$ cat src/verilog/tsc_pkg.sv
`default_nettype none
package tsc_pkg;

    // Command byte layout, start bit first on the wire
    localparam int CMD_W           = 8;
    localparam int CMD_START_POS   = 7;
    localparam int CMD_CHAN_HI     = 6;
    localparam int CMD_CHAN_LO     = 4;
    localparam int CMD_MODE8_POS   = 3;
    localparam int CMD_SE_POS      = 2;
    localparam int CMD_REFPWR_POS  = 1;
    localparam int CMD_ADCPWR_POS  = 0;

    // Reset value: power bits 00, 12-bit, differential, channel 000
    localparam logic [7:0] CMD_RESET = 8'h00;

    // Conversion lengths and framing counts
    localparam int RES_W          = 12;
    localparam int RES8_W         = 8;
    localparam int PAD_BITS       = 4;
    localparam int OVERLAP_STEP   = 6;
    localparam int ACQ_FIRST_FALL = 5;
    localparam int ACQ_LAST_FALL  = 8;
    localparam int CHAN_BIT_RISE  = 4;
    localparam int SE_BIT_RISE    = 6;

    // Channel addresses in single-ended mode
    localparam logic [2:0] CH_TEMP_LOW     = 3'h0;
    localparam logic [2:0] CH_Y_POS        = 3'h1;
    localparam logic [2:0] CH_BATTERY      = 3'h2;
    localparam logic [2:0] CH_PRESS_FIRST  = 3'h3;
    localparam logic [2:0] CH_PRESS_SECOND = 3'h4;
    localparam logic [2:0] CH_X_POS        = 3'h5;
    localparam logic [2:0] CH_AUX          = 3'h6;
    localparam logic [2:0] CH_TEMP_HIGH    = 3'h7;

    // Link clock period seen in the bench, for reference
    localparam int LINK_PERIOD_NS = 320;

    typedef struct packed {
        logic       start;
        logic [2:0] chan;
        logic       mode8;
        logic       single_ended_select;
        logic       reference_power_ctrl;
        logic       converter_power_ctrl;
    } tsc_cmd_t;

    typedef struct packed {
        logic [2:0]  chan;
        logic        mode8;
        logic [11:0] data;
    } tsc_result_t;

endpackage
`default_nettype wire

$ cat src/verilog/tsc_serial_ctrl.sv
`timescale 1ns/100ps
`default_nettype none
// Contract
// Chip select high: interface ignored, data and busy outputs not driven.
// Each rising serial clock edge shifts the data input into the command register.
// Leading zeros ignored; first one is the start bit, command MSB; the code ignores ones while a finished result waits for the buffer.
// Bit 3 picks 8-bit (one) or 12-bit (zero); bits 6..4 address.
// Bit 2 one means single-ended, zero means differential conversion.
// Address 000 temperature at low bias, 111 at high bias.
// Bit 1 switches internal reference on or off per command.
// Temperature channels always use the internal reference.
// Battery divider on only while the battery channel samples.
// Power bits 00: pen interrupt enabled, converter on only converting.
// Nonzero power bits disable pen interrupt; 01,10,11 set converter/reference on.
// Host uses clock polarity zero, phase zero.
// Host is clock master, 500 kHz to 2 MHz; the bench host clocks at 3.125 MHz instead.
// Host sends command, two zero bytes, then raises chip select.
// 12-bit result spans second and third bytes, then four zero bits; the code follows it with three zero bits in a 24-bit frame.
// Result bits leave on falling edges, MSB first, unsigned binary.
// Busy high exactly one serial clock period after last command bit.
// One decision bit on each of the 12 falling edges after busy.
// Host clocks fast enough to finish within 500 us of sampling.
// Conversion starts at the falling edge after the eighth bit only.
// First one after conversion bit 6 starts the next command; the code ignores it while a finished result waits for the buffer.
// Host keeps clocking until an accepted conversion finishes.
// Single-ended address map selects temperature, position, battery, pressure, auxiliary.
// Sampling runs from fifth through eighth falling edge of the command.
// Drivers on from acquisition; off after it single-ended, on through conversion differential.
// Chip select rise aborts conversion, powers converter down, keeps reference.
// Data output low while selected and no result bit shown.
// 8-bit mode: eight decisions, ends four falling edges earlier.
module tsc_serial_ctrl (
    // Clock and reset
    input  wire logic                clk,
    input  wire logic                rst_b,
    // Serial pins
    input  wire logic                cs_n,
    input  wire logic                serial_shift_clock,
    input  wire logic                serial_din,
    output logic                     serial_dout,
    output logic                     serial_dout_oe,
    output logic                     busy,
    output logic                     busy_oe,
    // Pen interrupt, open drain
    input  wire logic                touch_sense,
    output logic                     touch_detect_irq_n,
    output logic                     touch_detect_irq_n_oe,
    // Analog front end control
    input  wire logic                sar_decision,
    output logic [3:0]               sar_step,
    output logic                     sample_en,
    output logic                     adc_power_on,
    output logic                     internal_ref_en,
    output logic                     use_internal_ref,
    output logic                     battery_divider_en,
    output logic                     touch_drivers_on,
    output logic [2:0]               channel_sel,
    output logic                     single_ended_select,
    output logic                     temp_sense_en,
    output logic                     temp_bias_high,
    // Result stream
    output logic                     result_valid,
    input  wire logic                result_ready,
    output tsc_pkg::tsc_result_t     result_data
);
    import tsc_pkg::*;

    // Pin synchronisers
    logic [3:0] pins_s;
    tsc_sync #(.W(4)) u_sync (
        .clk      (clk),
        .rst_b    (rst_b),
        .async_in ({~cs_n, serial_shift_clock, serial_din, touch_sense}),
        .sync_out (pins_s)
    );
    wire cs_act  = pins_s[3];
    wire sclk_s  = pins_s[2];
    wire din_s   = pins_s[1];
    wire touch_s = pins_s[0];

    logic sclk_prev_r;
    wire  sclk_rise = cs_act && sclk_s && !sclk_prev_r;
    wire  sclk_fall = cs_act && !sclk_s && sclk_prev_r;

    // Receiver state
    logic [7:0] rx_shift_r;
    logic [3:0] rx_bits_r;
    logic [3:0] rx_falls_r;
    logic       rx_on_r;
    logic       acq_r;
    logic [2:0] rx_chan_r;
    logic       rx_se_r;

    // Converter state
    typedef enum logic [1:0] {CV_IDLE, CV_BUSY, CV_STEP} tsc_conv_t;
    tsc_conv_t   cv_r;
    tsc_cmd_t    cfg_r;
    logic [3:0]  step_r;
    logic [11:0] res_r;
    logic        dout_r;
    logic        pend_r;
    tsc_result_t pend_data_r;
    logic        buf_in_ready;

    function automatic logic [3:0] res_len(input logic mode8);
        res_len = mode8 ? 4'(RES8_W) : 4'(RES_W);
    endfunction

    function automatic logic is_temp(input logic [2:0] ch);
        is_temp = (ch == CH_TEMP_LOW) || (ch == CH_TEMP_HIGH);
    endfunction

    wire conv_on    = (cv_r != CV_IDLE);
    // Any start-bit hunt, idle or overlapped, stalls while an old result still waits for the buffer
    wire hunt_ok    = !pend_r && (!conv_on || (cv_r == CV_STEP && step_r >= 4'(OVERLAP_STEP)));
    wire start_bit  = sclk_rise && !rx_on_r && din_s && hunt_ok;
    wire shift_bit  = sclk_rise && rx_on_r && (rx_bits_r < 4'(CMD_W));
    wire [3:0] falls_nxt = rx_falls_r + 4'h1;
    wire take       = sclk_fall && rx_on_r && (falls_nxt == 4'(CMD_W));
    wire [7:0] shift_nxt = {rx_shift_r[6:0], din_s};
    wire last_step  = (step_r == res_len(cfg_r.mode8));
    wire conv_done  = sclk_fall && (cv_r == CV_STEP) && last_step && !take;

    always_ff @(posedge clk) begin
        if (!rst_b) begin
            sclk_prev_r <= 1'b0;
        end else begin
            sclk_prev_r <= sclk_s;
        end
    end

    // Command receiver
    always_ff @(posedge clk) begin
        if (!rst_b || !cs_act) begin
            rx_on_r    <= 1'b0;
            rx_shift_r <= 8'h00;
            rx_bits_r  <= 4'h0;
            rx_falls_r <= 4'h0;
            acq_r      <= 1'b0;
            rx_chan_r  <= 3'h0;
            rx_se_r    <= 1'b0;
        end else begin
            if (start_bit) begin
                rx_on_r    <= 1'b1;
                rx_shift_r <= 8'h01;
                rx_bits_r  <= 4'h1;
                rx_falls_r <= 4'h0;
            end else if (shift_bit) begin
                rx_shift_r <= shift_nxt;
                rx_bits_r  <= rx_bits_r + 4'h1;
                if (rx_bits_r + 4'h1 == 4'(CHAN_BIT_RISE)) begin
                    rx_chan_r <= shift_nxt[2:0];
                end
                if (rx_bits_r + 4'h1 == 4'(SE_BIT_RISE)) begin
                    rx_se_r <= din_s;
                end
            end
            if (sclk_fall && rx_on_r) begin
                rx_falls_r <= falls_nxt;
                if (falls_nxt == 4'(ACQ_FIRST_FALL)) begin
                    acq_r <= 1'b1;
                end
                if (falls_nxt == 4'(ACQ_LAST_FALL)) begin
                    acq_r   <= 1'b0;
                    rx_on_r <= 1'b0;
                end
            end
        end
    end

    // Conversion sequencer
    always_ff @(posedge clk) begin
        if (!rst_b) begin
            cv_r   <= CV_IDLE;
            cfg_r  <= tsc_cmd_t'(CMD_RESET);
            step_r <= 4'h0;
            res_r  <= 12'h000;
            dout_r <= 1'b0;
        end else if (!cs_act) begin
            cv_r   <= CV_IDLE;
            step_r <= 4'h0;
            dout_r <= 1'b0;
        end else if (take) begin
            cfg_r  <= tsc_cmd_t'(rx_shift_r);
            cv_r   <= CV_BUSY;
            step_r <= 4'h0;
            res_r  <= 12'h000;
            dout_r <= 1'b0;
        end else if (sclk_fall) begin
            case (cv_r)
                CV_BUSY: begin
                    cv_r   <= CV_STEP;
                    step_r <= 4'h1;
                    dout_r <= sar_decision;
                    res_r  <= {res_r[10:0], sar_decision};
                end
                CV_STEP: begin
                    if (last_step) begin
                        cv_r   <= CV_IDLE;
                        dout_r <= 1'b0;
                    end else begin
                        step_r <= step_r + 4'h1;
                        dout_r <= sar_decision;
                        res_r  <= {res_r[10:0], sar_decision};
                    end
                end
                default: begin
                    dout_r <= 1'b0;
                end
            endcase
        end
    end

    // Finished result waits here until the buffer has room
    always_ff @(posedge clk) begin
        if (!rst_b) begin
            pend_r      <= 1'b0;
            pend_data_r <= '0;
        end else begin
            pend_r <= conv_done || (pend_r && !buf_in_ready);
            if (conv_done) begin
                pend_data_r.chan  <= cfg_r.chan;
                pend_data_r.mode8 <= cfg_r.mode8;
                pend_data_r.data  <= res_r;
            end
        end
    end

    tsc_buf2 #(.W($bits(tsc_result_t))) u_buf (
        .clk       (clk),
        .rst_b     (rst_b),
        .in_valid  (pend_r),
        .in_ready  (buf_in_ready),
        .in_data   (pend_data_r),
        .out_valid (result_valid),
        .out_ready (result_ready),
        .out_data  (result_data)
    );

    // Pin drive
    assign serial_dout    = dout_r;
    assign serial_dout_oe = cs_act;
    assign busy           = (cv_r == CV_BUSY);
    assign busy_oe        = cs_act;

    // Analog steering; during acquisition the incoming address governs
    wire       pd_zero  = !cfg_r.reference_power_ctrl && !cfg_r.converter_power_ctrl;
    wire [2:0] act_chan = acq_r ? rx_chan_r : cfg_r.chan;
    wire       act_se   = acq_r ? rx_se_r : cfg_r.single_ended_select;

    assign channel_sel         = act_chan;
    assign single_ended_select = act_se;
    assign sample_en           = acq_r;
    assign sar_step            = step_r;
    assign temp_sense_en       = is_temp(act_chan);
    assign temp_bias_high      = (act_chan == CH_TEMP_HIGH);
    assign internal_ref_en     = cfg_r.reference_power_ctrl;
    assign use_internal_ref    = cfg_r.reference_power_ctrl || is_temp(act_chan);
    assign battery_divider_en  = acq_r && act_se && (act_chan == CH_BATTERY);
    assign touch_drivers_on    = acq_r || (conv_on && !cfg_r.single_ended_select);
    assign adc_power_on        = cs_act && (acq_r || conv_on
                                 || cfg_r.converter_power_ctrl);
    // Masked during acquisition and conversion, transitions there are not touches
    assign touch_detect_irq_n    = 1'b0;
    assign touch_detect_irq_n_oe = pd_zero && touch_s && !acq_r && !conv_on;

    AST_CS_HIGH_QUIET: assert property (@(posedge clk) disable iff (!rst_b)
        !cs_act |-> !serial_dout_oe && !busy_oe) else $error("Pins driven while deselected");
    AST_BUSY_ONE_PERIOD: assert property (@(posedge clk) disable iff (!rst_b)
        take |=> busy) else $error("Busy pulse missing");
    AST_BUSY_HOLDS: assert property (@(posedge clk) disable iff (!rst_b)
        busy && cs_act && !sclk_fall |=> busy) else $error("Busy dropped inside its period");
    AST_BUSY_ENDS: assert property (@(posedge clk) disable iff (!rst_b)
        busy && sclk_fall && cs_act |=> !busy && step_r == 4'h1) else $error("Busy outlived a period");
    AST_TAKE_AT_FALL8: assert property (@(posedge clk) disable iff (!rst_b)
        take |-> sclk_fall && rx_falls_r == 4'h7 && rx_bits_r == 4'h8) else $error("Start not on fall 8");
    AST_START_IS_ONE: assert property (@(posedge clk) disable iff (!rst_b)
        $rose(rx_on_r) |-> $past(din_s) && $past(sclk_rise)) else $error("Start without a one");
    AST_STEP_BOUND: assert property (@(posedge clk) disable iff (!rst_b)
        cv_r == CV_STEP |-> step_r >= 4'h1 && step_r <= res_len(cfg_r.mode8)) else $error("Step out of range");
    AST_BAT_ONLY_SAMPLING: assert property (@(posedge clk) disable iff (!rst_b)
        battery_divider_en |-> sample_en && channel_sel == CH_BATTERY) else $error("Divider on outside sampling");
    AST_PEN_GATED: assert property (@(posedge clk) disable iff (!rst_b)
        touch_detect_irq_n_oe |-> pd_zero && !conv_on) else $error("Pen enabled in powered mode");
    AST_TEMP_INT_REF: assert property (@(posedge clk) disable iff (!rst_b)
        temp_sense_en |-> use_internal_ref) else $error("Temperature without internal ref");
    AST_IDLE_DOUT_LOW: assert property (@(posedge clk) disable iff (!rst_b)
        cs_act && (cv_r == CV_IDLE || cv_r == CV_BUSY) |-> !serial_dout) else $error("Dout high while idle");
    AST_CS_ABORT: assert property (@(posedge clk) disable iff (!rst_b)
        $fell(cs_act) |=> cv_r == CV_IDLE && !adc_power_on && internal_ref_en == $past(internal_ref_en, 2))
        else $error("Deselect did not abort");
    AST_DRV_ACQ: assert property (@(posedge clk) disable iff (!rst_b)
        sample_en |-> touch_drivers_on) else $error("Drivers off during acquisition");
    AST_DRV_DIFF: assert property (@(posedge clk) disable iff (!rst_b)
        conv_on && !cfg_r.single_ended_select |-> touch_drivers_on) else $error("Drivers off in differential");
    AST_DRV_SE_OFF: assert property (@(posedge clk) disable iff (!rst_b)
        !sample_en && cfg_r.single_ended_select |-> !touch_drivers_on) else $error("Drivers on after sampling");
    AST_ADC_HELD_ON: assert property (@(posedge clk) disable iff (!rst_b)
        cs_act && cfg_r.converter_power_ctrl |-> adc_power_on) else $error("Converter off in held-on mode");
    AST_ADC_PD_OFF: assert property (@(posedge clk) disable iff (!rst_b)
        cs_act && pd_zero && !sample_en && !conv_on |-> !adc_power_on) else $error("Converter on between conversions");
endmodule
`default_nettype wire

$ cat src/verilog/tsc_sync.sv
`timescale 1ns/100ps
`default_nettype none
module tsc_sync #(
    parameter int W = 1
) (
    // Clock and reset
    input  wire logic         clk,
    input  wire logic         rst_b,
    // Asynchronous in, synchronous out
    input  wire logic [W-1:0] async_in,
    output logic      [W-1:0] sync_out
);
    logic [W-1:0] meta_r;

    always_ff @(posedge clk) begin
        if (!rst_b) begin
            meta_r   <= '0;
            sync_out <= '0;
        end else begin
            meta_r   <= async_in;
            sync_out <= meta_r;
        end
    end
endmodule
`default_nettype wire

$ cat src/verilog/tsc_buf2.sv
`timescale 1ns/100ps
`default_nettype none
module tsc_buf2 #(
    parameter int W = 16
) (
    // Clock and reset
    input  wire logic         clk,
    input  wire logic         rst_b,
    // Fill side
    input  wire logic         in_valid,
    output logic              in_ready,
    input  wire logic [W-1:0] in_data,
    // Drain side
    output logic              out_valid,
    input  wire logic         out_ready,
    output logic      [W-1:0] out_data
);
    logic [W-1:0] mem_r [2];
    logic         wr_ptr_r;
    logic         rd_ptr_r;
    logic [1:0]   count_r;
    wire          push = in_valid && in_ready;
    wire          pop  = out_valid && out_ready;

    assign in_ready  = (count_r != 2'h2);
    assign out_valid = (count_r != 2'h0);
    assign out_data  = mem_r[rd_ptr_r];

    always_ff @(posedge clk) begin
        if (!rst_b) begin
            wr_ptr_r <= 1'b0;
            rd_ptr_r <= 1'b0;
            count_r  <= 2'h0;
            mem_r[0] <= '0;
            mem_r[1] <= '0;
        end else begin
            if (push) begin
                mem_r[wr_ptr_r] <= in_data;
                wr_ptr_r        <= ~wr_ptr_r;
            end
            if (pop) begin
                rd_ptr_r <= ~rd_ptr_r;
            end
            count_r <= count_r + {1'b0, push} - {1'b0, pop};
        end
    end
endmodule
`default_nettype wire

$ cat config.mk
export PLATFORM = sky130hd
export DESIGN_NAME = tsc_serial_ctrl
export DESIGN_NICKNAME = d
export VERILOG_FILES = /design/src/verilog/tsc_pkg.sv /design/src/verilog/tsc_serial_ctrl.sv /design/src/verilog/tsc_sync.sv /design/src/verilog/tsc_buf2.sv
export SDC_FILE = /design/constraint.sdc
export NUM_CORES = 1
export LEC_CHECK = 0
export BUFFER_PORTS_ARGS = -buffer_cell sky130_fd_sc_hd__buf_2
export CAP_MARGIN = 20
export CORE_UTILIZATION = 50
export CTS_CLUSTER_DIAMETER = 120
export DETAILED_ROUTE_END_ITERATION = 6
export GPL_TIMING_DRIVEN = 1
export PLACE_DENSITY_LB_ADDON = 0.05
export SYNTH_ARGS = -nofsm -noshare
export SYNTH_HDL_FRONTEND = slang
export SYNTH_SLANG_ARGS = --single-unit
$ cat constraint.sdc
create_clock -name clk -period 3.49 [get_ports clk]
set_input_delay 0.698 -clock clk [delete_from_list [all_inputs] [get_ports clk]]
set_output_delay 0.698 -clock clk [all_outputs]
set_load 0.01 [all_outputs]
==> out/results.ini <==
[run_status]
status = completed

[power]
power.density_mw_per_mm2 = 434
irDropWorstVdd_mv = 0.246
power.leakage_nw = 1.94
totalPowerFinal_mw = 2.28

[drt]
num_vias = 3244
drtIter0Drc = 116
wl_met2_um = 4150
drtAntennaViolNets = 0
wire_per_inst_um = 13.3
route.layer.met1.wl_um = 4150
vias_per_cell = 5.03
wirelength_um = 8610
drc = 0
top_layer = met4
dr.pass1.iters = 4
wl_met3_um = 204

[setup_path]
critPathKind = flip-flop to output port
worst_ep_arrival_time_ns = 1.92
crit_fanout = 9
start_kind = flip-flop
crit_path_end_kind = output port
cp.required_ns = 2.79

[final_layout]
post-route-util_pct = 57.0
areaGrowthSynthToFinish_pct = 10.0
diodes = 0
nNetsFinal = 533
drive_gt1_share_pct = 17.2
fin_cells = 645
layout_common_cells = 78 x dfxtp_1, 68 x nand2_1, 46 x and2_1
final_common_cell = dfxtp_1
finish.instance_area_mm2 = 0.00527

[clock_tree]
cts-resized-gates = 0
clock_sinks = 110
clock_latency_ns = 0.37
clkSlewWorstSetupHoldPaths_ns = 0.10
htreeDepth = 3
post_cts_buffers = 0
clk_path_buf_depth = 2
cts-root-buf = clkbuf_8
cts_hold_buf = 0
cts_made_buffers = 9
cts_tree = built

[timing]
hold_viol = 0
relSlewSlack_pct = 52.3
finalSetupTns_ns = 0
fin_skew_ns = 0.0116
min_period_over_period_pct = 75.0
tightest_slew_ns = 0.715
max_freq_ghz = 0.382
hold_ws_ns = 0.445
rsz0062_at_grt = false
finalCriticalPeriod_ns = 2.62
finalMaxSlewViolations = 0
setup_viol = 0
layout_setup_ws_ns = 0.873

[yosys]
synth-seq-cells = 110
synth.avg_cell_area_um2 = 9.95
synthDistinctLibCells = 55
synth_compound_area_share_pct = 8.89
synth-async-reset-ratio_pct = 0
synthMuxAreaShare_pct = 6.09
yosys.area_share.simple_pct = 22.9
synth_area_mm2 = 0.00478
synth_edf_count = 32
seq_area_frac_synth_pct = 52.7
netlist_instances = 481
syn_nets = 503
synth_fa_ha_area_share_pct = 3.66
ys_warn_count = 0
synth_top_family_by_area = simple AND/OR/NAND/NOR gates
synth_xor_area_share_pct = 1.65
synthFlopType = dfxtp_1

[die]
core-area_mm2 = 0.00924
fp-row-count = 35
dieHeight_um = 99.8
initial_core_util_pct = 51.8
dieArea_mm2 = 0.00996
io_pins = 47
die_w_um = 99.8

[global_route]
grt_usage_pct = 18.6
grt_pass1_vias = 3108
grt_pass1_wl_um = 14600
antenna_found_initial = 0
overflow = 0
grt_max_degree = 49

[placed_design]
dp_cells = 629
placed_area_mm2 = 0.00506
numPortBuffers = 45
place_ws_ns = 1.22
gp_congestion = 0.824
hpwl_um = 6170

[hold_path]
hold_path.class = flip-flop to flip-flop

[run]
cap_violations = 0

## worst max-delay path, stage by stage, from the launching register on
cell and delay, ns:
dfxtp_1 0.56, mux2i_1 0.32, nor3_1 0.10, nand2b_1 0.16, or2_2 0.27, buf_2 0.14
## worst paths after layout
path	startpoint	to	slack [ns]	cells after the start
max reg2reg	u_sync.sync_out[3]$_SDFF_PN0_	res_r[10]$_SDFFE_PN0P_	1.37	5
min	u_sync.meta_r[3]$_SDFF_PN0_	u_sync.sync_out[3]$_SDFF_PN0_	0.44	1
min reg2reg	u_sync.meta_r[3]$_SDFF_PN0_	u_sync.sync_out[3]$_SDFF_PN0_	0.44	1
max	sample_en$_SDFFE_PN0P_	use_internal_ref	0.87	5
## Yosys cell counts, types with 2 or more instances
cell type	count	area [um^2]
nor2_1	14	52.6
o22ai_1	3	18.8
a21boi_0	2	15.0
xnor2_1	4	35.0
buf_2	10	50.1
a21oi_1	23	115
inv_1	15	56.3
nand2_1	68	255
or2_2	2	12.5
xor2_1	5	43.8
a31oi_1	2	12.5
a211oi_1	3	22.5
edfxtp_1	32	961
nor2b_1	10	62.6
nand3b_1	2	15.0
ha_1	14	175
mux2i_1	10	100
nand3_1	31	155
nand4b_1	2	17.5
nor3_1	3	15.0
and2_1	46	288
buf_4	3	22.5
nand2b_1	8	50.1
clkbuf_1	14	52.6
o31ai_1	2	15.0
o21ai_0	24	120
dfxtp_1	78	1560
nor3b_1	2	15.0
and3_1	3	18.8
and3b_1	5	43.8
mux2_2	17	191
## metal layers
| layer | track usage (%) | vias up |
|---|---|---|
| met5 | 0 | - |
| met4 | 5.77 | 0 |
| met3 | 3.62 | 11 |
| met2 | 32.2 | 37 |
| met1 | 23.4 | 1502 |
| li1 | - | 1694 |
## report_power, final
part	switching [mW]	internal, mW	leakage, nW
clock network	0.437	0.342	0.101
registers	0.0230	1.34	0.944
logic	0.0687	0.0722	0.897
total	0.529	1.75	1.94
## sequential cells by signal (all words and copies together), names as in the netlist, 2 cells and up, named ones only
name / cells
rx_falls_r: 4
sar_step: 4
rx_bits_r: 4
u_sync.meta_r: 4
u_buf.count_r: 2
rx_chan_r: 3
u_sync.sync_out: 4
u_buf.mem_r: 32
cfg_r: 6
rx_shift_r: 7
pend_data_r: 16
cv_r: 2
res_r: 12
## logic make-up (layout without fill, tap and decap cells)
family | count (synthesis) | after routing
compound gates | 70 | 70
xor+xnor | 9 | 9
fa+ha+maj | 14 | 14
buf+inv | 44 | 79
flops | 110 | 110
mux | 27 | 27
other cells | 1 | 1
simple gates | 206 | 206
## final cells by class
cell class	instances	area (um^2)
Fill cell	858	3980
Clock inverter	7	81.3
Sequential cell	110	2520
Tap cell	129	161
Timing Repair Buffer	48	248
Multi-Input combinational cell	327	2070
Inverter	15	56.3
Clock buffer	9	124
(Power assumes the default switching activity.)
